[src/fsb_flag_bank_regs.vh]
`ifndef FSB_FLAG_BANK_REGS_VH
`define FSB_FLAG_BANK_REGS_VH

// ************************************************************
// Register byte addresses
// ************************************************************
`define FSB_ADDR_STATUS 8'h00
`define FSB_ADDR_CONTROL 8'h04
`define FSB_ADDR_COMMAND 8'h08
`define FSB_ADDR_PROTECT 8'h0c

// ************************************************************
// Status byte fields
// ************************************************************
`define FSB_ST_BUSY 0
`define FSB_ST_LATCH 1
`define FSB_ST_SWP_LO 2
`define FSB_ST_SWP_HI 3
`define FSB_ST_ULTRA_DEEP_SLEEP_STATE 4
`define FSB_ST_FAIL 5
`define FSB_ST_DPD 6
`define FSB_ST_LOCK 7
`define FSB_SWP_NONE 2'h0
`define FSB_SWP_SOME 2'h1
`define FSB_SWP_ALL 2'h3
`define FSB_STATUS_SLEEP 8'hff

// ************************************************************
// Control register fields and reset values
// ************************************************************
`define FSB_CTL_AUTO_ULTRA 0
`define FSB_CTL_TERM_EN 1
`define FSB_SECTORS 8
`define FSB_SECT_RESET 8'hff
`define FSB_SECT_ALL 8'hff

// ************************************************************
// Command register fields
// ************************************************************
`define FSB_CMD_OP_HI 7
`define FSB_CMD_SECT_HI 15
`define FSB_CMD_SECT_LO 8
`define FSB_CMD_COMPLETE 16

// ************************************************************
// Command codes
// ************************************************************
`define FSB_OP_WREN 8'h06
`define FSB_OP_WRDI 8'h04
`define FSB_OP_WRSR 8'h01
`define FSB_OP_PROG 8'h02
`define FSB_OP_ERASE 8'h20
`define FSB_OP_CHIP 8'h60
`define FSB_OP_PROT 8'h36
`define FSB_OP_UNPROT 8'h39
`define FSB_OP_ULTRA_DEEP_SLEEP_STATE 8'h79
`define FSB_OP_TERM 8'hf0
`define FSB_OP_RSTEN 8'h66
`define FSB_OP_RST 8'h99

// ************************************************************
// Engine operation kinds
// ************************************************************
`define FSB_KIND_PROG 2'h0
`define FSB_KIND_ERASE 2'h1
`define FSB_KIND_CHIP 2'h2

`endif

[src/fsb_retention_bit.v]
`timescale 1ns/1ps
// ************************************************************
// Retention cell: cleared only by power-on or an explicit clear
// ************************************************************
module fsb_retention_bit (
   input wire clock,
   input wire resetn,
   input wire loadEn,
   input wire loadVal,
   input wire clearEn,
   output wire value
);
   reg bit_ff;
   reg nxt_bit;

   always @* begin
      nxt_bit = bit_ff;
      if (clearEn) begin
         nxt_bit = 1'b0;
      end
      // Fresh result wins over a clear in the same cycle
      if (loadEn) begin
         nxt_bit = loadVal;
      end
   end

   always @(posedge clock or negedge resetn) begin
      if (!resetn) begin
         bit_ff <= 1'b0;
      end else begin
         bit_ff <= nxt_bit;
      end
   end

   assign value = bit_ff;
endmodule // fsb_retention_bit

[src/fsb_flag_bank.v]
// The register offsets and the APB interface to the registers were decided locally.
`timescale 1ns/1ps
`include "fsb_flag_bank_regs.vh"
// Contract
// - A byte failing program or erase sets the failure flag
// - Rejected program or erase leaves the failure flag alone
// - Every completed program or erase rewrites the failure flag
// - Flag survives pin or in-band wake after automatic sleep
// - Flag undefined after explicit sleep exit; host must not rely
// - Power cycle clears the failure flag
// - Automatic sleep keeps flag; only power cycle or exit from command-entered sleep clears it
// - Sleep exit restores volatile defaults; flag too after command
// - Reset or terminate during an operation never sets the flag
// - Terminate while executing leaves the flag unchanged
// - Flag undefined after in-band, pin, or software reset
// - Without automatic sleep, sleep exit clears the flag
// - Sleep indicator is 1 only in ultra-deep sleep
// - Protect summary reflects the per-sector protect bits
// - Latch low: write-type commands ignored
// - Latch is 0 after power-up and any reset
// - Latch clears when write-type operations complete or abort
// - Incomplete or unknown command keeps a set latch
// - Abort clears latch only after the whole command arrived
// - Busy flag is 1 while an internal operation runs
// - Summary encodes 00 none, 01 some, 11 all
// - Status byte reads all ones during ultra-deep sleep
module fsb_flag_bank (
   input wire clock,
   input wire resetn,
   input wire [7:0] paddr,
   input wire psel,
   input wire penable,
   input wire pwrite,
   input wire [31:0] pwdata,
   output reg [31:0] prdata,
   output reg pready,
   output reg pslverr,
   input wire hwResetN,
   input wire inbandReset,
   input wire engineDone,
   input wire engineFail,
   output reg opStart,
   output reg opAbort,
   output reg [1:0] opKind,
   output reg [2:0] opSector,
   output reg [7:0] statusByte
);
   // ************************************************************
   // State
   // ************************************************************
   reg latch_ff;
   reg busy_ff;
   reg ultra_deep_sleep_state_ff;
   reg udpdExplicit_ff;
   reg autoUltra_ff;
   reg termEn_ff;
   reg rstArmed_ff;
   reg [7:0] sect_ff;
   reg nxt_latch;
   reg nxt_busy;
   reg nxt_ultra_deep_sleep_state;
   reg nxt_udpdExplicit;
   reg nxt_autoUltra;
   reg nxt_termEn;
   reg nxt_rstArmed;
   reg [7:0] nxt_sect;
   reg nxt_opStart;
   reg nxt_opAbort;
   reg [1:0] nxt_opKind;
   reg [2:0] nxt_opSector;
   reg [31:0] nxt_prdata;
   reg nxt_pslverr;
   reg [7:0] nxt_status;
   reg nxt_fail;
   reg failLoad;
   reg failClear;
   reg devReset;
   reg [1:0] soft_protect_summary;
   wire failFlag;

   // ************************************************************
   // Bus decode
   // ************************************************************
   wire access = psel & penable & pready;
   wire wrEv = access & pwrite;
   wire isStatus = (paddr == `FSB_ADDR_STATUS);
   wire isControl = (paddr == `FSB_ADDR_CONTROL);
   wire isCommand = (paddr == `FSB_ADDR_COMMAND);
   wire isProtect = (paddr == `FSB_ADDR_PROTECT);
   wire mapped = isStatus | isControl | isCommand | isProtect;
   wire cmdEv = wrEv & isCommand;
   wire [7:0] cmdOp = pwdata[`FSB_CMD_OP_HI:0];
   wire [7:0] cmdSect = pwdata[`FSB_CMD_SECT_HI:`FSB_CMD_SECT_LO];
   wire cmdWhole = pwdata[`FSB_CMD_COMPLETE];
   wire sectAll = (cmdSect == `FSB_SECT_ALL);
   wire [2:0] sectIdx = cmdSect[2:0];
   wire sectInRange = (cmdSect < `FSB_SECTORS) | sectAll;
   wire isArrayOp = (cmdOp == `FSB_OP_PROG) | (cmdOp == `FSB_OP_ERASE) |
      (cmdOp == `FSB_OP_CHIP);
   wire isWriteCmd = isArrayOp | (cmdOp == `FSB_OP_WRSR) |
      (cmdOp == `FSB_OP_PROT) | (cmdOp == `FSB_OP_UNPROT);

   // ************************************************************
   // Protection summary
   // ************************************************************
   always @* begin
      if (nxt_sect == 8'h00) begin
         soft_protect_summary = `FSB_SWP_NONE;
      end else if (nxt_sect == `FSB_SECT_ALL) begin
         soft_protect_summary = `FSB_SWP_ALL;
      end else begin
         soft_protect_summary = `FSB_SWP_SOME;
      end
   end

   // ************************************************************
   // Failure flag storage
   // ************************************************************
   fsb_retention_bit u_failRet (
      .clock(clock),
      .resetn(resetn),
      .loadEn(failLoad),
      .loadVal(engineFail),
      .clearEn(failClear),
      .value(failFlag)
   );

   // ************************************************************
   // Command and flag sequencing
   // ************************************************************
   always @* begin
      nxt_latch = latch_ff;
      nxt_busy = busy_ff;
      nxt_ultra_deep_sleep_state = ultra_deep_sleep_state_ff;
      nxt_udpdExplicit = udpdExplicit_ff;
      nxt_autoUltra = autoUltra_ff;
      nxt_termEn = termEn_ff;
      nxt_rstArmed = rstArmed_ff;
      nxt_sect = sect_ff;
      nxt_opStart = 1'b0;
      nxt_opAbort = 1'b0;
      nxt_opKind = opKind;
      nxt_opSector = opSector;
      failLoad = 1'b0;
      failClear = 1'b0;
      devReset = 1'b0;

      if (ultra_deep_sleep_state_ff) begin
         // Only a reset wakes the part; all else is ignored
         if (!hwResetN || inbandReset) begin
            nxt_ultra_deep_sleep_state = 1'b0;
            nxt_udpdExplicit = 1'b0;
            nxt_latch = 1'b0;
            nxt_busy = 1'b0;
            nxt_rstArmed = 1'b0;
            nxt_sect = `FSB_SECT_RESET;
            nxt_termEn = 1'b0;
            nxt_autoUltra = 1'b0;
            // Auto entry keeps the result; command entry clears it
            failClear = udpdExplicit_ff;
         end
      end else if (!hwResetN || inbandReset) begin
         devReset = 1'b1;
      end else begin
         // Operation finished by the array engine
         if (busy_ff && engineDone) begin
            nxt_busy = 1'b0;
            failLoad = 1'b1;
            nxt_latch = 1'b0;
            if (autoUltra_ff) begin
               nxt_ultra_deep_sleep_state = 1'b1;
               nxt_udpdExplicit = 1'b0;
               nxt_autoUltra = 1'b0;
            end
         end
         if (cmdEv) begin
            // Any complete command other than the reset pair disarms it
            nxt_rstArmed = 1'b0;
            if (!cmdWhole) begin
               nxt_rstArmed = rstArmed_ff;
            end else if (cmdOp == `FSB_OP_RSTEN) begin
               nxt_rstArmed = 1'b1;
            end else if (cmdOp == `FSB_OP_RST && rstArmed_ff) begin
               devReset = 1'b1;
            end else if (cmdOp == `FSB_OP_TERM) begin
               if (termEn_ff && busy_ff && !engineDone) begin
                  nxt_busy = 1'b0;
                  nxt_opAbort = 1'b1;
                  nxt_latch = 1'b0;
                  // No load of the failure flag here
               end
            end else if (cmdOp == `FSB_OP_WREN) begin
               if (!busy_ff) begin
                  nxt_latch = 1'b1;
               end
            end else if (cmdOp == `FSB_OP_WRDI) begin
               if (!busy_ff) begin
                  nxt_latch = 1'b0;
               end
            end else if (cmdOp == `FSB_OP_ULTRA_DEEP_SLEEP_STATE) begin
               if (!busy_ff) begin
                  nxt_ultra_deep_sleep_state = 1'b1;
                  nxt_udpdExplicit = 1'b1;
               end
            end else if (isWriteCmd && latch_ff && !busy_ff) begin
               // Full command taken: latch clears on finish or abort
               nxt_latch = 1'b0;
               if (cmdOp == `FSB_OP_PROT && sectInRange) begin
                  nxt_sect = sectAll ? `FSB_SECT_ALL :
                     (sect_ff | (8'h01 << sectIdx));
               end else if (cmdOp == `FSB_OP_UNPROT && sectInRange) begin
                  nxt_sect = sectAll ? 8'h00 :
                     (sect_ff & ~(8'h01 << sectIdx));
               end else if (isArrayOp) begin
                  // Protected or bad target aborts with no flag update
                  if (cmdOp == `FSB_OP_CHIP) begin
                     if (sect_ff == 8'h00) begin
                        nxt_latch = 1'b1;
                        nxt_busy = 1'b1;
                        nxt_opStart = 1'b1;
                        nxt_opKind = `FSB_KIND_CHIP;
                        nxt_opSector = 3'h0;
                     end
                  end else if (cmdSect < `FSB_SECTORS &&
                     !sect_ff[sectIdx]) begin
                     nxt_latch = 1'b1;
                     nxt_busy = 1'b1;
                     nxt_opStart = 1'b1;
                     nxt_opKind = (cmdOp == `FSB_OP_PROG) ?
                        `FSB_KIND_PROG : `FSB_KIND_ERASE;
                     nxt_opSector = sectIdx;
                  end
               end
            end
            // Otherwise a write-type command with latch low is dropped
            // with no effect beyond disarming the reset pair
         end
         if (wrEv && isControl && !busy_ff) begin
            nxt_autoUltra = pwdata[`FSB_CTL_AUTO_ULTRA];
            nxt_termEn = pwdata[`FSB_CTL_TERM_EN];
         end
      end

      if (devReset) begin
         // Reset aborts a running operation; flag keeps its value
         nxt_latch = 1'b0;
         nxt_busy = 1'b0;
         nxt_opAbort = busy_ff;
         nxt_opStart = 1'b0;
         nxt_rstArmed = 1'b0;
         nxt_ultra_deep_sleep_state = 1'b0;
         nxt_udpdExplicit = 1'b0;
         failLoad = 1'b0;
      end
   end

   // ************************************************************
   // Status byte and read data
   // ************************************************************
   // Result as it stands after this edge, so busy and flag update together
   always @* begin
      nxt_fail = failFlag;
      if (failClear) begin
         nxt_fail = 1'b0;
      end
      if (failLoad) begin
         nxt_fail = engineFail;
      end
   end

   always @* begin
      nxt_status = `FSB_STATUS_SLEEP;
      if (!nxt_ultra_deep_sleep_state) begin
         nxt_status = 8'h00;
         nxt_status[`FSB_ST_BUSY] = nxt_busy;
         nxt_status[`FSB_ST_LATCH] = nxt_latch;
         nxt_status[`FSB_ST_SWP_HI] = soft_protect_summary[1];
         nxt_status[`FSB_ST_SWP_LO] = soft_protect_summary[0];
         nxt_status[`FSB_ST_ULTRA_DEEP_SLEEP_STATE] = 1'b0;
         nxt_status[`FSB_ST_FAIL] = nxt_fail;
         nxt_status[`FSB_ST_DPD] = 1'b0;
         nxt_status[`FSB_ST_LOCK] = 1'b0;
      end
   end

   always @* begin
      nxt_prdata = 32'h0000_0000;
      nxt_pslverr = 1'b0;
      if (psel && !penable) begin
         if (!mapped) begin
            nxt_pslverr = 1'b1;
         end else if (!pwrite && isStatus) begin
            nxt_prdata = {24'h00_0000, statusByte};
         end else if (!pwrite && isControl) begin
            nxt_prdata = {30'h0000_0000, termEn_ff, autoUltra_ff};
         end else if (!pwrite && isProtect) begin
            nxt_prdata = {24'h00_0000, sect_ff};
         end
      end else if (pready) begin
         nxt_prdata = 32'h0000_0000;
      end else begin
         nxt_prdata = prdata;
         nxt_pslverr = pslverr;
      end
   end

   // ************************************************************
   // Flip-flops
   // ************************************************************
   always @(posedge clock or negedge resetn) begin
      if (!resetn) begin
         latch_ff <= 1'b0;
         busy_ff <= 1'b0;
         ultra_deep_sleep_state_ff <= 1'b0;
         udpdExplicit_ff <= 1'b0;
         autoUltra_ff <= 1'b0;
         termEn_ff <= 1'b0;
         rstArmed_ff <= 1'b0;
         sect_ff <= `FSB_SECT_RESET;
         opStart <= 1'b0;
         opAbort <= 1'b0;
         opKind <= `FSB_KIND_PROG;
         opSector <= 3'h0;
         statusByte <= 8'h00;
         prdata <= 32'h0000_0000;
         pready <= 1'b0;
         pslverr <= 1'b0;
      end else begin
         latch_ff <= nxt_latch;
         busy_ff <= nxt_busy;
         ultra_deep_sleep_state_ff <= nxt_ultra_deep_sleep_state;
         udpdExplicit_ff <= nxt_udpdExplicit;
         autoUltra_ff <= nxt_autoUltra;
         termEn_ff <= nxt_termEn;
         rstArmed_ff <= nxt_rstArmed;
         sect_ff <= nxt_sect;
         opStart <= nxt_opStart;
         opAbort <= nxt_opAbort;
         opKind <= nxt_opKind;
         opSector <= nxt_opSector;
         statusByte <= nxt_status;
         prdata <= nxt_prdata;
         pready <= psel & ~penable;
         pslverr <= nxt_pslverr;
      end
   end
endmodule // fsb_flag_bank

[config.mk]
export PLATFORM = sky130hd
export DESIGN_NAME = fsb_flag_bank
export DESIGN_NICKNAME = d
export VERILOG_FILES = /design/src/fsb_retention_bit.v /design/src/fsb_flag_bank.v
export VERILOG_INCLUDE_DIRS = /design/src
export SDC_FILE = /design/constraint.sdc
export NUM_CORES = 1
export LEC_CHECK = 0
export BUFFER_PORTS_ARGS = -buffer_cell sky130_fd_sc_hd__buf_2
export CORE_MARGIN = 2
export CORE_UTILIZATION = 30
export CTS_CLUSTER_SIZE = 30
export DETAILED_ROUTE_END_ITERATION = 8
export PLACE_DENSITY = 0.51
export SYNTH_ARGS = -nofsm -noshare
export SYNTH_HDL_FRONTEND = slang
export SYNTH_SLANG_ARGS = --single-unit
[constraint.sdc]
create_clock -name clock -period 5.85 [get_ports clock]
set_input_delay 0.585 -clock clock [delete_from_list [all_inputs] [get_ports clock]]
set_output_delay 0.585 -clock clock [all_outputs]
set_load 0.05 [all_outputs]
---- Word level (Yosys, flattened, before mapping) ----
Cells that the tools add are included.
cells by class
  add/sub/neg operators ................... 0
  multiply operators ...................... 0
  div/mod/pow operators ................... 0
  order comparisons ....................... 2
  equal/unequal tests ..................... 22
  shifts and indexed selects .............. 1
  multiplexer cells ....................... 159
  bitwise logic cells ..................... 28
  reductions and logical operators ........ 36
operators with widths
  kind                 count
  $mux 8               21
  $mux 1               127
  $mux 32              2
  $eq 8x8->1 const B   4
  $eq 8x3->1 const B   3
  $eq 8x6->1 const B   3
  $eq 8x7->1 const B   3
  $logic_not 8->1      3
  $eq 8x4->1 const B   2
  $reduce_and 16->1    1
  $logic_and 1x1->1    15
  $not 1->1            11
  $mux 2               5
  $mux 3               3
  $or 1x1->1           9
  $reduce_bool 3->1    3
  $and 8x8->8          1
  $eq 8x1->1 const B   1
  $eq 8x2->1 const B   1
  $lt 8x4->1 const B   1
  $not 8->8            1
  $or 8x8->8           1
  $shl 1x3->8 const A  1
  $logic_not 1->1      6
  other kinds (12)     20
word-level totals
  bits in registers ....................... 65
  latch bits .............................. 0
  bits in writable memories ............... 0
  memory bits (read-only) ................. 0
  bits of input ports ..................... 49
  output and inout port bits .............. 49
  word-level logic and storage cells ...... 265
  memories kept ........................... 0

---- Depth between registers and ports, before layout ----
Gate-level depths: netlist (run 1).
  word-level depth ........................ 23
  gate-level depth with buffers ........... 9
  depth with buffers taken out ............ 7

---- Cells and area by module ----
From an unflattened synthesis (run 1), not the netlist that was laid out.
unflattened totals
  cell total of the unflattened synthesis .. 321
  area total of the unflattened synthesis .. 2,736.4 um^2
by module, submodules not included
  module             instances  cells an instance  area each (um^2)  sequential area each (um^2)
  fsb_flag_bank      1          318                2,698.8           935.9
  fsb_retention_bit  1          3                  37.5              25.0

---- Worst setup path before layout (run 1) ----
Ideal clock, no wire load.
  kind .................................... input port to flip-flop
  start ................................... input port pwdata[10]
  end ..................................... register statusByte[2]
  library setup time ...................... 0.139 ns
  data arrival time ....................... 2.672 ns
  required time ........................... 5.711 ns
  setup slack ............................. 3.040 ns
  stages .................................. 8
  buffers on the path ..................... 1
  path through ............................ buf_2 > and3_4 > and3_1 > o21a_4 > a31o_4 > o211a_2 > or3_1 > or4_1
between the ends
  cells in the longest elaborated chain, start to end .. 20
  elaborated cells between the ends (all ways) .. 27
  classes of those cells .................. order compare (1); eq/ne (1); shift (1); mux (17); bitwise (4); reduce/logical (3)
RTL lines
  element                                                             RTL line             RTL
  from (decl)                                                         fsb_flag_bank.v:34   input wire [31:0] pwdata,
  parallel branches: the longest is 5 deep, another holds $lt 8x4->1  --
  $mux 8 (*)                                                          fsb_flag_bank.v:208  if (cmdOp == `FSB_OP_PROT && sectInRange) begin
  $mux 8 (*)                                                          fsb_flag_bank.v:205  end else if (isWriteCmd && latch_ff && !busy_ff) begin
  $mux 8 (*)                                                          fsb_flag_bank.v:200  end else if (cmdOp == `FSB_OP_ULTRA_DEEP_SLEEP_STATE) begin
  $mux 8 (*)                                                          fsb_flag_bank.v:196  end else if (cmdOp == `FSB_OP_WRDI) begin
  $mux 8 (*)                                                          fsb_flag_bank.v:192  end else if (cmdOp == `FSB_OP_WREN) begin
  $mux 8 (*)                                                          fsb_flag_bank.v:185  end else if (cmdOp == `FSB_OP_TERM) begin
  $mux 8 (*)                                                          fsb_flag_bank.v:183  end else if (cmdOp == `FSB_OP_RST && rstArmed_ff) begin
  [... 2 more ...]                                                    --
  $mux 8 (*)                                                          fsb_flag_bank.v:176  if (cmdEv) begin
  $mux 8 (*)                                                          fsb_flag_bank.v:162  end else if (!hwResetN || inbandReset) begin
  $mux 8 (*)                                                          fsb_flag_bank.v:148  if (ultra_deep_sleep_state_ff) begin
  net nxt_sect[2]                                                     fsb_flag_bank.v:66   reg [7:0] nxt_sect;
  $logic_not 8->1 (*)                                                 fsb_flag_bank.v:107  if (nxt_sect == 8'h00) begin
  $mux 2 (*)                                                          fsb_flag_bank.v:107
  $mux 8 (*)                                                          fsb_flag_bank.v:273  if (!nxt_ultra_deep_sleep_state) begin
  net nxt_status[2]                                                   fsb_flag_bank.v:73   reg [7:0] nxt_status;
  to (signal assigned)                                                fsb_flag_bank.v:341  statusByte <= nxt_status;
  to (decl)                                                           fsb_flag_bank.v:46   output reg [7:0] statusByte
Mark *: on every way through the listed nets, which the timed path passes.
A chain may end at the register's enable or synchronous reset.

---- Final worst setup path (run 1) ----
  start ................................... input port paddr[5]
  end ..................................... register statusByte[2]
between the ends
  cells in the longest elaborated chain, start to end .. 8
  elaborated cells between the ends (all ways) .. 15
  classes of those cells .................. eq/ne (1); mux (12); bitwise (1); reduce/logical (1)
RTL lines
  element                          RTL line             RTL
  from (decl)                      fsb_flag_bank.v:30   input wire [7:0] paddr,
  $eq 8x4->1 (no source line) (*)  --
  $and 1x1->1 (*)                  fsb_flag_bank.v:91   wire cmdEv = wrEv & isCommand;
  $mux 8                           fsb_flag_bank.v:176
  $mux 8                           fsb_flag_bank.v:162
  $mux 8                           fsb_flag_bank.v:148
  $logic_not 8->1                  fsb_flag_bank.v:107
  $mux 2                           fsb_flag_bank.v:107
  $mux 8 (*)                       fsb_flag_bank.v:273
  net nxt_status[2]                fsb_flag_bank.v:73
Mark *: on every way through the listed nets, which the timed path passes. The rest lies on a longest branch.

==> flow_results.org, run 1 <==
** Routing
- Total wire length after detailed routing :: 7320 microns
- DR vias :: 2522
- After detailed routing, the number of vias per cell comes to 5.34.
- The detail route stage leaves a number of antenna-violating nets equal to 0.
- Wire length per cell :: about 16 microns
- Number of iterations in the first detailed-routing pass :: 4
- The first routing iteration left just under 200 violations.
- Number of remaining DRC errors :: 0

** Logic synthesis
- Area share of the largest cell type after synthesis :: 27.6%
- Synth Cell Area :: approximately 2700 sq um
- Of the synthesized area, sequential elements account for between 30% and 40%.
- By area the synthesized netlist is led by dfrtp_1, buf_4, dfstp_2, nand2_1, nor2_1.
- YS warnings :: 0
- Count of unique library cells instantiated by Yosys :: between 60 and 70
- The biggest area contributor in the post-synthesis netlist is dfrtp_1.
- Post-synthesis sequential element count :: 38
- Async set-reset flop share out of synthesis :: 100%
- Dividing the synthesized area by the synthesized cell count gives roughly 8.7 sq um.
- The synthesized design contains 0 enable-type register cells.
- Cells after Synth :: ~310
- Most used flip-flop cell after synthesis :: dfrtp_1

** Critical path
- Data on the critical path is required at its endpoint by around 6 ns.
- In this run the worst path has a maximum fanout of 5.
- Worst reg2reg path endpoint :: statusByte[2]
- STA classifies the critical path endpoint as a flop.
- Critical path class :: primary input to flop
- Across all register-to-register paths, the minimum setup slack is about 3 ns.
- Launch instance of the worst register-to-register path :: busy_ff
- For the worst setup path, the data arrival time is 2.97 ns.
- The critical path starts at paddr[5].
- Worst Setup EP :: statusByte[2]
- Crit path launch type :: primary input
- Worst reg2reg path depth :: 7

** Final layout
- Most frequent standard cell in the layout excluding fill and tap cells :: buf_2
- Leading cell types in the layout, fill and taps excluded :: buf_2, nand2_1, dfrtp_1
- Final layout net count :: approximately 410
- N_diodes :: 0
- Layout cells sized above 1 :: about a quarter
- Relative to the synthesized area, the layout overhead comes to 12.7%.
- Final non-filler cell area :: 3070 sq um
- Non-filler cells in the finished layout :: 472

** Global route
- Via count of the first global-routing pass :: about 2.3k
- Entering global routing, the biggest net connects 39 pins.
- Total global-route track usage :: 14.7%
- Antenna violations before repair :: 0
- The first global-routing pass estimated about 12000 microns of wire.
- GR Overflow Total :: 0

** Floorplanning
- The floorplan has 34 rows.
- The die covers approximately 9900 sq um.
- CORE AREA :: 8760 sq um
- Die extent in y :: approximately 99 microns
- Die W :: between 90 and 100 microns
- Ports :: ~100
- Initial Utilization :: 31.1%

** Clock tree
- TritonCTS clock tree :: yes
- The clock passes through at most 2 buffers.
- The later pin in the worst-skew pair is clocked with a latency of slightly below 0.3 ns.
- Clock tree synthesis inserted a total of 5 buffers.
- Buffers inserted to repair hold after CTS numbered 0.
- The clock tree synthesis step divided the H-tree into 2 levels.
- Post-CTS repair changed the size of 0 cells.
- Root Buffer Master :: clkbuf_8
- Count of buffers added by post-CTS timing repair for setup :: 0
- The tree built by TritonCTS fans out to 38 sinks.
- Clock edge transition at the registers on the reported setup and hold paths :: about 0.08 ns

** Pwr
- Sw Pwr :: between 150 and 200 uW
- Internal power consumption :: about 380 uW
- For this design the ratio of total power to cell area is approximately 180 nW/um^2.
- Summed over all cells, the static leakage comes to 0.00145 uW.
- Reg power frac :: 48.2%
- In this run switching power makes up a little under a third of total power.
- Total power after layout :: around 550 uW
- Combinational fraction of design power :: between 10% and 20%
- IR analysis of the VDD net gives a maximum drop of 0.0745 mV.
- The clock network burns 34.7% of the power.

** Run
- Max-cap violations in this run came to 0.

** STA
- Number of failing hold endpoints at the final stage :: 0
- Minimum clock period after layout :: around 2.8 ns
- Setup total negative slack :: 0 ns
- For the pin with the worst max-slew slack, the measured transition is around 0.95 ns.
- For this run, the top clock speed supported by timing is between 300 and 400 MHz.
- Count of final max-slew check failures :: 0
- Setup violators final :: 0
- On the final layout, the worst hold slack is between 0.4 and 0.5 ns.
- On the final layout, the worst clock skew is 0.0102 ns.
- Headroom to the max-slew limit came out at 36.1%.
- RSZ-0062 raised after global routing :: false
- Ratio of final minimum period to clock period :: approximately half

** Placement
- Post-place instance area :: between 2000 and 3000 sq um
- Port Buffer Count :: 58
- After detailed placement, the design holds a cell count of ~460.
- The congestion estimate from routability-driven global placement came to about 0.83.
- Dpl hpwl :: between 5000 and 6000 microns

** Run status
- Result of the run :: finished clean

** Worst hold path
- Class of the tightest hold or removal check :: primary input to async pin
==> cell usage after synthesis, types with 3 or more instances <==
cell,number
buf_4,28
and3_1,5
nor4bb_1,3
nor2_1,23
nor3_1,3
clkbuf_1,7
dfrtp_1,30
nor2b_1,3
nand2b_1,4
nor4_1,7
or4_1,4
nand3_1,13
o31ai_1,4
nand2_1,42
mux2i_1,5
and4_1,4
o32ai_1,3
a21oi_1,16
o21a_1,4
o211a_2,3
buf_2,4
or3_1,8
or2_2,4
nand4_1,4
a31oi_1,4
a22oi_1,5
dfstp_2,8
inv_1,7
o21ai_0,16
==> kinds of logic after synthesis <==
logic type | Yosys count | share of synthesized area, %
AOI/OAI and AO/OA | 76 | 19.5
buffers and inverters | 47 | 10.8
DFF | 38 | 35.3
muxes | 9 | 4.32
other | 1 | 0.138
and+or+nand+nor | 143 | 30.0
==> how the worst min path moves through the flow <==
stage,from,end,slack (ns),cells after the start
2_1_floorplan,resetn,autoUltra_ff,0.29,0
3_3_place_gp,opSector[2],opSector[2],0.46,2
3_5_place_dp,opSector[0],opSector[0],0.46,2
4_1_cts,resetn,statusByte[6],0.43,1
5_1_grt,resetn,prdata[5],0.46,1
6_report,resetn,autoUltra_ff,0.41,1
==> area by class of cell <==
class	count	area [sq um]
multi-input combinational	252	1550
clock buffer	6	82.6
inverter	7	26.3
clock inverter	2	12.5
sequential	38	961
tap	108	135
timing repair buffer	59	298
fill	941	5690
==> flip-flops by register name (all words and copies together) (netlist names), 2 cells and up <==
signal / count
statusByte: 6
sect_ff: 8
opKind: 2
opSector: 3
prdata: 8
==> stage by stage <==
stage	util [%]	setup slack, ns
6_report	35.0	3.03
4_1_cts	35.0	3.01
5_1_grt	35.0	2.85
3_5_place_dp	33.9	2.70
3_3_place_gp	33.9	2.74
2_1_floorplan	-	3.04
==> power groups by stage <==
stage / combinational, uW / sequential, uW / clock, uW
floorplan: 74.7 / 274 / 0
global placement: 93.7 / 270 / 0
detailed placement: 94.2 / 270 / 0
CTS: 94.3 / 265 / 198
global route: 102 / 265 / 211
finish: 94.3 / 265 / 190
==> routing by layer <==
layer / global-route usage [%] / part of all wire, % / vias to the layer above
li1: - / - / 1208
met1: 22.0 / 48 / 1215
met2: 22.2 / 44 / 95
met3: 3.16 / 7.2 / 4
met4: 2.53 / 0.63 / 0
met5: 0 / 0 / -
==> critical path, stage by stage <==
cell and delay (ns):
buf_2 0.11, nor4_4 0.33, nand4_1 0.31, or4_1 0.65
a21o_1 0.20, nand2_1 0.20, nand2_1 0.07, or4_1 0.51
No activity file was read; power rests on OpenSTA's default activity.
==> run 2: changes to the inputs <==
--- a/config.mk
+++ b/config.mk
@@ -6,12 +6,13 @@
 export SDC_FILE = /design/constraint.sdc
 export NUM_CORES = 1
 export LEC_CHECK = 0
+export ABC_AREA = 1
 export BUFFER_PORTS_ARGS = -buffer_cell sky130_fd_sc_hd__buf_2
 export CORE_MARGIN = 2
 export CORE_UTILIZATION = 30
 export CTS_CLUSTER_SIZE = 30
 export DETAILED_ROUTE_END_ITERATION = 8
-export PLACE_DENSITY = 0.51
+export PLACE_DENSITY = 0.5
 export SYNTH_ARGS = -nofsm -noshare
 export SYNTH_HDL_FRONTEND = slang
 export SYNTH_SLANG_ARGS = --single-unit
==> constraint.sdc (replaced) <==
create_clock -name clock -period 2.7 [get_ports clock]
set_input_delay 0.27 -clock clock [delete_from_list [all_inputs] [get_ports clock]]
set_output_delay 0.27 -clock clock [all_outputs]
set_load 0.05 [all_outputs]
==> run 2 against run 1 <==
Clock skew increased by 0.0034 ns. Count of clock-buffer cells in the layout shrank 1. Flip-flop and latch count is the same. Routed wire length up 8.7%. Via count up 13%. Synthesized cell count increased by 46%. Clock power rose to 3.2 times the previous value. Highest routed layer unchanged.
==> flow_results.org, run 2 <==
** Run status
- The flow ran to the end, and the final reports show no timing, DRC or antenna violations.

** Routing
- For this block, the initial DRC count from the detailed router was between 100 and 150.
- Detailed routing inserted a total of 2847 vias.
- After detailed routing, the total wire length is roughly 8000 microns.
- Number of iterations in the first detailed-routing pass :: 4
- Post-DRT Antenna Nets :: 0
- Wire length per cell :: ~12 microns
- Via-per-instance ratio :: ~4.4
- In the routed design, unresolved DRC markers number 0.

** Pwr
- For this design the static power due to leakage is between 0.0015 and 0.002 uW.
- Total power after layout :: about 1400 uW
- Sw Pwr :: 406 uW
- In this run, flip-flops and latches consume between 40% and 50% of the power.
- Worst VDD drop :: roughly 0.18 mV
- The clock network accounts for between 40% and 50% of the total power.
- Net switching fraction of the power :: between 20% and 30%
- Combinational fraction of design power :: around 15%
- Dividing total power by cell area gives a power density of between 400 and 500 nW/um^2.
- Internal power consumption :: around 990 uW

** Logic synthesis
- Average size of a mapped cell :: ~6.6 sq um
- After synthesis, the share of flip-flops with an asynchronous set or reset is 100%.
- Post-synthesis sequential area ratio :: about a third
- Number of flops mapped to enable cells by yosys :: 0
- Top cells by area, synth :: dfrtp_1, nand2_1, inv_1, dfstp_2, buf_4
- YS warnings :: 0
- Most used flip-flop cell after synthesis :: dfrtp_1
- Synthesis handed over a netlist of roughly 460 instances.
- Count of unique library cells instantiated by Yosys :: 40
- Post-synth top area cell :: dfrtp_1
- Post-synthesis sequential element count :: 38
- By count the netlist is led by nand2_1, inv_1, nor2_1.
- By instance count, the leading cell after synthesis is nand2_1.
- The synthesized design devotes to its leading area cell type between 20% and 30% of total area.
- Synth Cell Area :: about 3000 sq um

** Clock tree
- Post-CTS Hold Buffers :: 0
- The clock drives 38 sinks.
- Clock edge transition at the registers on the reported setup and hold paths :: about 0.090 ns
- Root Buffer Master :: clkbuf_8
- Counting along the longest clock path gives a buffer depth of 2.
- Counting the buffers created by CTS gives 5.
- The clock tree synthesis step divided the H-tree into 2 levels.
- Count of buffers added by post-CTS timing repair for setup :: 0
- TritonCTS built the clock tree.
- Clk_lat worst skew :: roughly 0.31 ns
- Once the clock tree was built, the resizer swapped 0 gates to a different size.

** Worst hold path
- Class of the tightest hold or removal check :: primary input to async pin

** Floorplanning
- The floorplan step set the die width to ~100 microns.
- The die covers around 11000 sq um.
- The initialized floorplan defines 36 standard-cell rows.
- Ports :: 98
- After floorplanning, the core was sized to cover between 9000 and 10000 sq um.
- The initial utilization of the core area, before any placement, comes to 30.8%.
- Measured along the y axis, the die boundary spans approximately 100 microns.

** Critical path
- STA classifies the critical path endpoint as a flop.
- Worst reg2reg path endpoint :: opKind[1]
- STA classifies the critical path startpoint as a flop.
- Setup slack on the worst flop-to-flop path :: 0.66 ns
- Data on the critical path is required at its endpoint by between 2 and 3 ns.
- The largest individual stage delay along the critical path comes from the cell dfrtp_1.
- Worst path bufs/invs :: 2
- The kind of cell with the highest combined delay along the critical path is simple AND/OR/NAND/NOR gates.
- Ordered cell list for the critical path :: inv_1 -> nand2_1 -> a31oi_1 -> inv_1 -> nor2_1 -> nand4_1 -> nor2_1 -> nand2_1 -> o21a_1
- The critical path is of the flop to flop type.
- Worst reg2reg path depth :: 9
- In this run the critical register-to-register path is launched from busy_ff.
- Arrival time worst endpoint :: roughly 2.3 ns
- Max Fanout on Critical Path :: 6
- Crit-path max cell delay :: between 0.4 and 0.5 ns

** Global route
- Largest net degree at the start of global routing :: 39
- The number of antenna violations at the first check in global routing is 0.
- Summed over all layers, the global routing overflow is 0.
- Global routing used approximately 15% of the available tracks.
- The first global-routing pass estimated 13300 microns of wire.
- The via count of the first global-routing pass was 2721.

** STA
- Setup violators final :: 0
- Setup Skew :: between 0.01 and 0.015 ns
- Setup repair after global routing left no endpoint under its margin.
- The final max-slew violation count was 0.
- In this run the tightest slew margin relative to its limit is between 30 and 40%.
- Derived from the worst setup path, the maximum achievable clock frequency is a little under 500 MHz.
- Minimum clock period after layout :: between 2 and 2.5 ns
- Setup total negative slack on the finished layout was measured at 0 ns.
- Transition time at the pin with the least slew margin :: between 0.9 and 1 ns
- The final hold violation count came to 0.
- Post-route worst hold slack :: ~0.09 ns
- Ratio of final minimum period to clock period :: around three quarters

** Placement
- At the end of routability-driven placement, the weighted congestion stood at 0.865.
- Input and output buffers added on the ports amount to 58.
- Detailed placement finished with a half-perimeter wire length of 6400 microns.

** Final layout
- Layout cells sized above 1 :: a little over a fifth
- At the end of the flow, the number of nets in the layout was roughly 560.
- Most frequent standard cell in the layout excluding fill and tap cells :: nand2_1
- Leading cell types in the layout, fill and taps excluded :: nand2_1, inv_1, buf_2
- Largest registers ranked by flip-flop count :: prdata (8), sect_ff (8), statusByte (6)
- From synthesis to final layout, the design area changed by 15.2%.
- The repair_antennas step left the layout with diodes totalling 0.

** Run
- Total of max-cap violations :: 0
[run 2: changes by cell type after synthesis, moves of 6 or more]
cell and change:
nor2_4 +6, nand2_1 +108, nand2_2 +11, inv_1 +52
a21oi_1 -11, inv_2 +8, or3_1 -8, nand4_1 +13
o21ai_0 +6, clkbuf_1 -6, nor2_1 +21
[run 2: power by group through the flow]
stage / clock network, uW / registers, uW / logic (uW)
after detailed placement: 0 / 586 / 210
after global routing: 646 / 575 / 230
after floorplan: 0 / 596 / 164
after global placement: 0 / 586 / 208
final: 607 / 575 / 209
after CTS: 620 / 575 / 211
[run 2: area by class of cell]
| type | instances | area (sq um) |
|---|---|---|
| inverters | 68 | 255 |
| fillers | 1091 | 6300 |
| clock buffers | 5 | 68.8 |
| multi-input cells | 342 | 1640 |
| repair buffers | 60 | 305 |
| flip-flops and latches | 38 | 961 |
| well taps | 133 | 166 |
| clock inverters | 3 | 68.8 |
[run 2: per-layer routing]
layer | global-route usage, % | share of wire (%) | vias to the layer above
met3 | 2.88 | 5.2 | 6
met2 | 22.2 | 41 | 85
met5 | 0 | 0 | -
met1 | 22.1 | 52 | 1252
li1 | - | - | 1504
met4 | 3.86 | 1.1 | 0
[run 2: worst reg2reg max path, cell delays in order, from the launching register on]
cell and delay (ns):
dfrtp_1 0.46, inv_1 0.16, nand2_1 0.19, a31oi_1 0.19, inv_1 0.07, nor2_1 0.15, nand4_1 0.15, nor2_1 0.26
nand2_1 0.18, o21a_1 0.14
[run 2: cells by family (layout without fill, tap and decap cells)]
| family | count (synthesis) | after routing | share of synthesized area [%] |
|---|---|---|---|
| other | 1 | 24 | 0.124 |
| AOI/OAI and AO/OA | 47 | 47 | 9.09 |
| and+or+nand+nor | 271 | 271 | 42.5 |
| DFF | 38 | 38 | 31.9 |
| buffers and inverters | 100 | 136 | 16.4 |
[run 2: how the worst max path moves through the flow]
stage,startpoint,to,cells after the start
finish,busy_ff,opKind[1],9
global route,busy_ff,opSector[0],10
CTS,busy_ff,opKind[1],9
detailed placement,paddr[5],opKind[1],12
global placement,paddr[4],opKind[1],12
floorplan,pready,statusByte[2],14
[run 2: per-stage QoR]
stage | setup WS [ns] | instance area [sq um] | cells | utilization (%)
2_1_floorplan | 0.635 | 3100 | 480 | -
3_3_place_gp | 0.605 | 3330 | 641 | 34.1
3_5_place_dp | 0.590 | 3330 | 641 | 34.1
4_1_cts | 0.624 | 3470 | 649 | 35.5
5_1_grt | 0.413 | 3470 | 649 | 35.5
6_report | 0.660 | 3470 | 649 | 35.5
==> run 3: changes to the inputs <==
--- a/config.mk
+++ b/config.mk
@@ -12,7 +12,7 @@
 export CORE_UTILIZATION = 30
 export CTS_CLUSTER_SIZE = 30
 export DETAILED_ROUTE_END_ITERATION = 8
-export PLACE_DENSITY = 0.5
+export PLACE_DENSITY = 0.52
 export SYNTH_ARGS = -nofsm -noshare
 export SYNTH_HDL_FRONTEND = slang
 export SYNTH_SLANG_ARGS = --single-unit
==> constraint.sdc (replaced) <==
create_clock -name clock -period 1.8 [get_ports clock]
set_input_delay 0.18 -clock clock [delete_from_list [all_inputs] [get_ports clock]]
set_output_delay 0.18 -clock clock [all_outputs]
set_load 0.05 [all_outputs]
==> run 3 against run 2 <==
The flow now finishes with violations (negative setup slack). First-iteration DRC count increased by 9.4%. Global-route usage increased by 0.88 points. Sequential share of layout area decreased by 3.7 points. Total power increased by 53%. Critical path depth increased by 5. Flip-flop and latch count unchanged. Via count increased by 8.1%. Combinational power increased by 68%. Fmax increased by 11%. Critical endpoint is now statusByte[3].
==> flow_results.org, run 3 (synthesized netlist as in run 2, its figures left out) <==
** Critical path
- Worst path bufs/invs :: 1
- Measured in cells, the most critical reg-to-reg path has a length of 14.
- Counting stages on the worst path, the most repeated cell is nand2_1.
- Worst reg2reg path endpoint :: statusByte[3]
- Setup slack on the worst flop-to-flop path :: -0.03 ns
- Arrival time worst endpoint :: 2.08 ns
- The critical path goes through nand2_1 -> nor2_1 -> nand3b_1 -> nand3_4 -> buf_12 -> nor2_4 -> nand3_1 -> nand2_1 -> nand2_1 -> nand2_2 -> nand2_1 -> nor2_1 -> nand2_1 -> nand2_1.
- STA classifies the critical path startpoint as a flop.
- The worst setup path is of the flop to flop kind.
- In this design, the largest share of critical-path delay is due to simple AND/OR/NAND/NOR gates.
- Crit-path max cell delay :: around 0.4 ns
- Endpoint kind of the worst setup timing path :: flop
- Cell at the slowest stage of the critical path :: dfrtp_1
- The critical path starts at rstArmed_ff.
- At the worst endpoint, the required time is between 2 and 2.5 ns.
- Max Fanout on Critical Path :: 7
- The startpoint identified for the worst register-to-register timing path is rstArmed_ff.

** Final layout
- The filler cells instantiated in the layout total approximately 1.0k.
- N_diodes :: 0
- The finished layout holds about 700 standard cells, fillers aside.
- Leaving out fill and tap cells, the most frequent cells in the layout are nand2_1, buf_2, inv_1.
- After the last flow step, the layout net total stands at 618.
- In the final layout, the registers with the most flip-flops are prdata (8), sect_ff (8), statusByte (6).
- Cells with a size suffix above 1 make up between 30% and 40% of the layout.
- Final non-filler cell area :: about 4000 sq um
- Compared with the post-synthesis result, the final layout area differs by 33.1%.
- The library cell used most frequently in the layout, excluding fill and tap cells, is nand2_1.

** Routing
- DR vias :: slightly above 3k
- Before antenna repair, the detailed router went through 4 iterations.
- Wire length per cell :: ~12 microns
- Post-DRT Antenna Nets :: 0
- Wires add up to 8320 microns.
- After detailed routing, the number of remaining DRC violations is 0.
- In this run, the number of DRC markers left after iteration 0 of detailed routing was around 140.
- Via-per-instance ratio :: 4.38

** STA
- Derived from the worst setup path, the maximum achievable clock frequency is roughly 550 MHz.
- Setup violations remaining at the end of the flow were counted as 3.
- Post-route worst hold slack :: 0.173 ns
- Setup repair after global routing could not meet its margin everywhere.
- The final max-slew violation count was 0.
- On the final layout, the worst clock skew is between 0.01 and 0.015 ns.
- Transition time at the pin with the least slew margin :: roughly 0.50 ns
- Across all setup checks in the final design, the least slack found is -0.0312 ns.
- Dividing the final minimum period by the clock period gives 102%.
- The final hold violation count is 0.
- After layout, the minimum clock period comes to approximately 1.8 ns.
- Remaining max-slew budget at the tightest pin :: between 60% and 70%

** Pwr
- Internal power consumption :: 1510 uW
- Sw Pwr :: between 600 and 700 uW
- Reg power frac :: roughly two fifths
- Lkg Pwr :: around 0.0022 uW
- IR analysis of the VDD net gives a maximum drop of around 0.4 mV.
- Combinational fraction of design power :: between 15 and 20%
- Power density over the cells :: between 500 and 600 nW/um^2
- Relative contribution of the clock network to total power :: a little over two fifths
- Net switching fraction of the power :: 29.0%

** Worst hold path
- Hold Crit Start :: engineFail
- Worst Hold Endpoint :: u_failRet.value
- Number of cells traversed by the worst hold path :: 3
- In this run the worst hold path is classified as primary input to flop.

** Clock tree
- Clk_lat worst skew :: around 0.31 ns
- Longest Clk Path Bufs :: 2
- CTS saw 38 sinks.
- TritonCTS created 5 clock buffers.
- TritonCTS built the clock tree.
- The H-tree generated during clock tree synthesis spans 2 levels.
- Root Buffer Master :: clkbuf_8
- Clock-pin slew was measured on the worst setup and hold paths at 0.09 ns.

** Global route
- For this run the aggregate overflow at the end of global routing stands at 0.
- Largest net degree at the start of global routing :: 23
- The via count of the first global-routing pass came to just under 3k.
- The first global-routing pass estimated between 10000 and 15000 microns of wire.
- Antenna violations before repair :: 0
- Global routing used roughly 16% of the available tracks.

** Placement
- The number of placed instances, taps included, is about 690.
- Placer Congestion :: 0.906
- Once placement finished, the instance area stood at 3670 sq um.
- Dpl hpwl :: just under 7000 microns
- Port Buffer Count :: 58

** Run status
- The run finished, with violations left.
- Violations in the final reports :: negative setup slack

** Run
- Total of max-cap violations :: 0

** Floorplanning
- The die is about 100 microns wide.
- CORE AREA :: between 9000 and 10000 sq um
- Die extent in y :: ~100 microns
- Pin placement for this block handled approximately 100 I/O pins.
- Initial Utilization :: between 30% and 40%
- Std cell rows :: 36
- The die covers 10900 sq um.
[run 3: cell types whose count changed in the layout (fill, tap and decap cells not counted), moves of 3 or more]
| cell | delta |
|---|---|
| buf_4 | +49 |
| nand2_1 | -12 |
| nand2_2 | +10 |
| nor2_1 | -7 |
| nor2_2 | +3 |
| nor2_4 | +5 |
[run 3: layout make-up]
type                       instances  area, sq um  area share, %
clock inverter                     3         68.8           1.72
multi-input combinational        343         1760           44.0
inverter                          68          255           6.37
tap                              133          166           4.15
timing repair buffer             113          726           18.1
clock buffer                       5         68.8           1.72
sequential                        38          962           24.0
[run 3: power by group through the flow]
stage / Sequential, uW / Combinational (uW) / Clock, uW
4_1_cts: 863 / 347 / 927
5_1_grt: 864 / 387 / 967
3_3_place_gp: 879 / 339 / 0
3_5_place_dp: 879 / 341 / 0
2_1_floorplan: 894 / 245 / 0
6_report: 863 / 352 / 909
[run 3: how the worst max path moves through the flow]
stage / depth (start not counted) / endpoint
floorplan: 14 / statusByte[2]
global placement: 12 / opKind[1]
detailed placement: 12 / opKind[1]
CTS: 13 / statusByte[2]
global route: 14 / statusByte[3]
finish: 14 / statusByte[3]
[run 3: what timing repair did]
| item | CTS | global route |
|---|---|---|
| cloned | 1 | 0 |
| endpoints found under the setup margin | 10 | 16 |
| buffers inserted | 3 | 4 |
| resized for setup | 8 | 27 |
| hold buffers | 1 | 0 |
| endpoints found under the hold margin | 18 | 0 |
| pin swaps | 14 | 18 |
[run 3: worst register-to-register path, delay by kind of cell, from the launching register on]
kind	cells	cell delay, ns
buf+inv	1	0.16
flops	1	0.40
simple gates	13	1.23
[run 3: metal layers]
layer / vias to the layer above / global-route usage (%) / part of all wire, %
met5: - / 0 / 0
met4: 0 / 3.28 / 0.85
met3: 7 / 2.82 / 5.3
met2: 82 / 25.1 / 45
met1: 1375 / 22.5 / 49
li1: 1614 / - / -
[run 3: per-stage QoR]
step / setup WS, ns / power [uW] / TNS [ns] / util [%]
floorplan: -0.0692 / 1140 / -0.0716 / -
global placement: -0.0880 / 1220 / -0.440 / 37.6
detailed placement: -0.158 / 1220 / -0.946 / 37.6
CTS: -0.0103 / 2140 / -0.0105 / 39.7
global route: -0.167 / 2220 / -1.29 / 41.0
finish: -0.0312 / 2120 / -0.0852 / 41.0
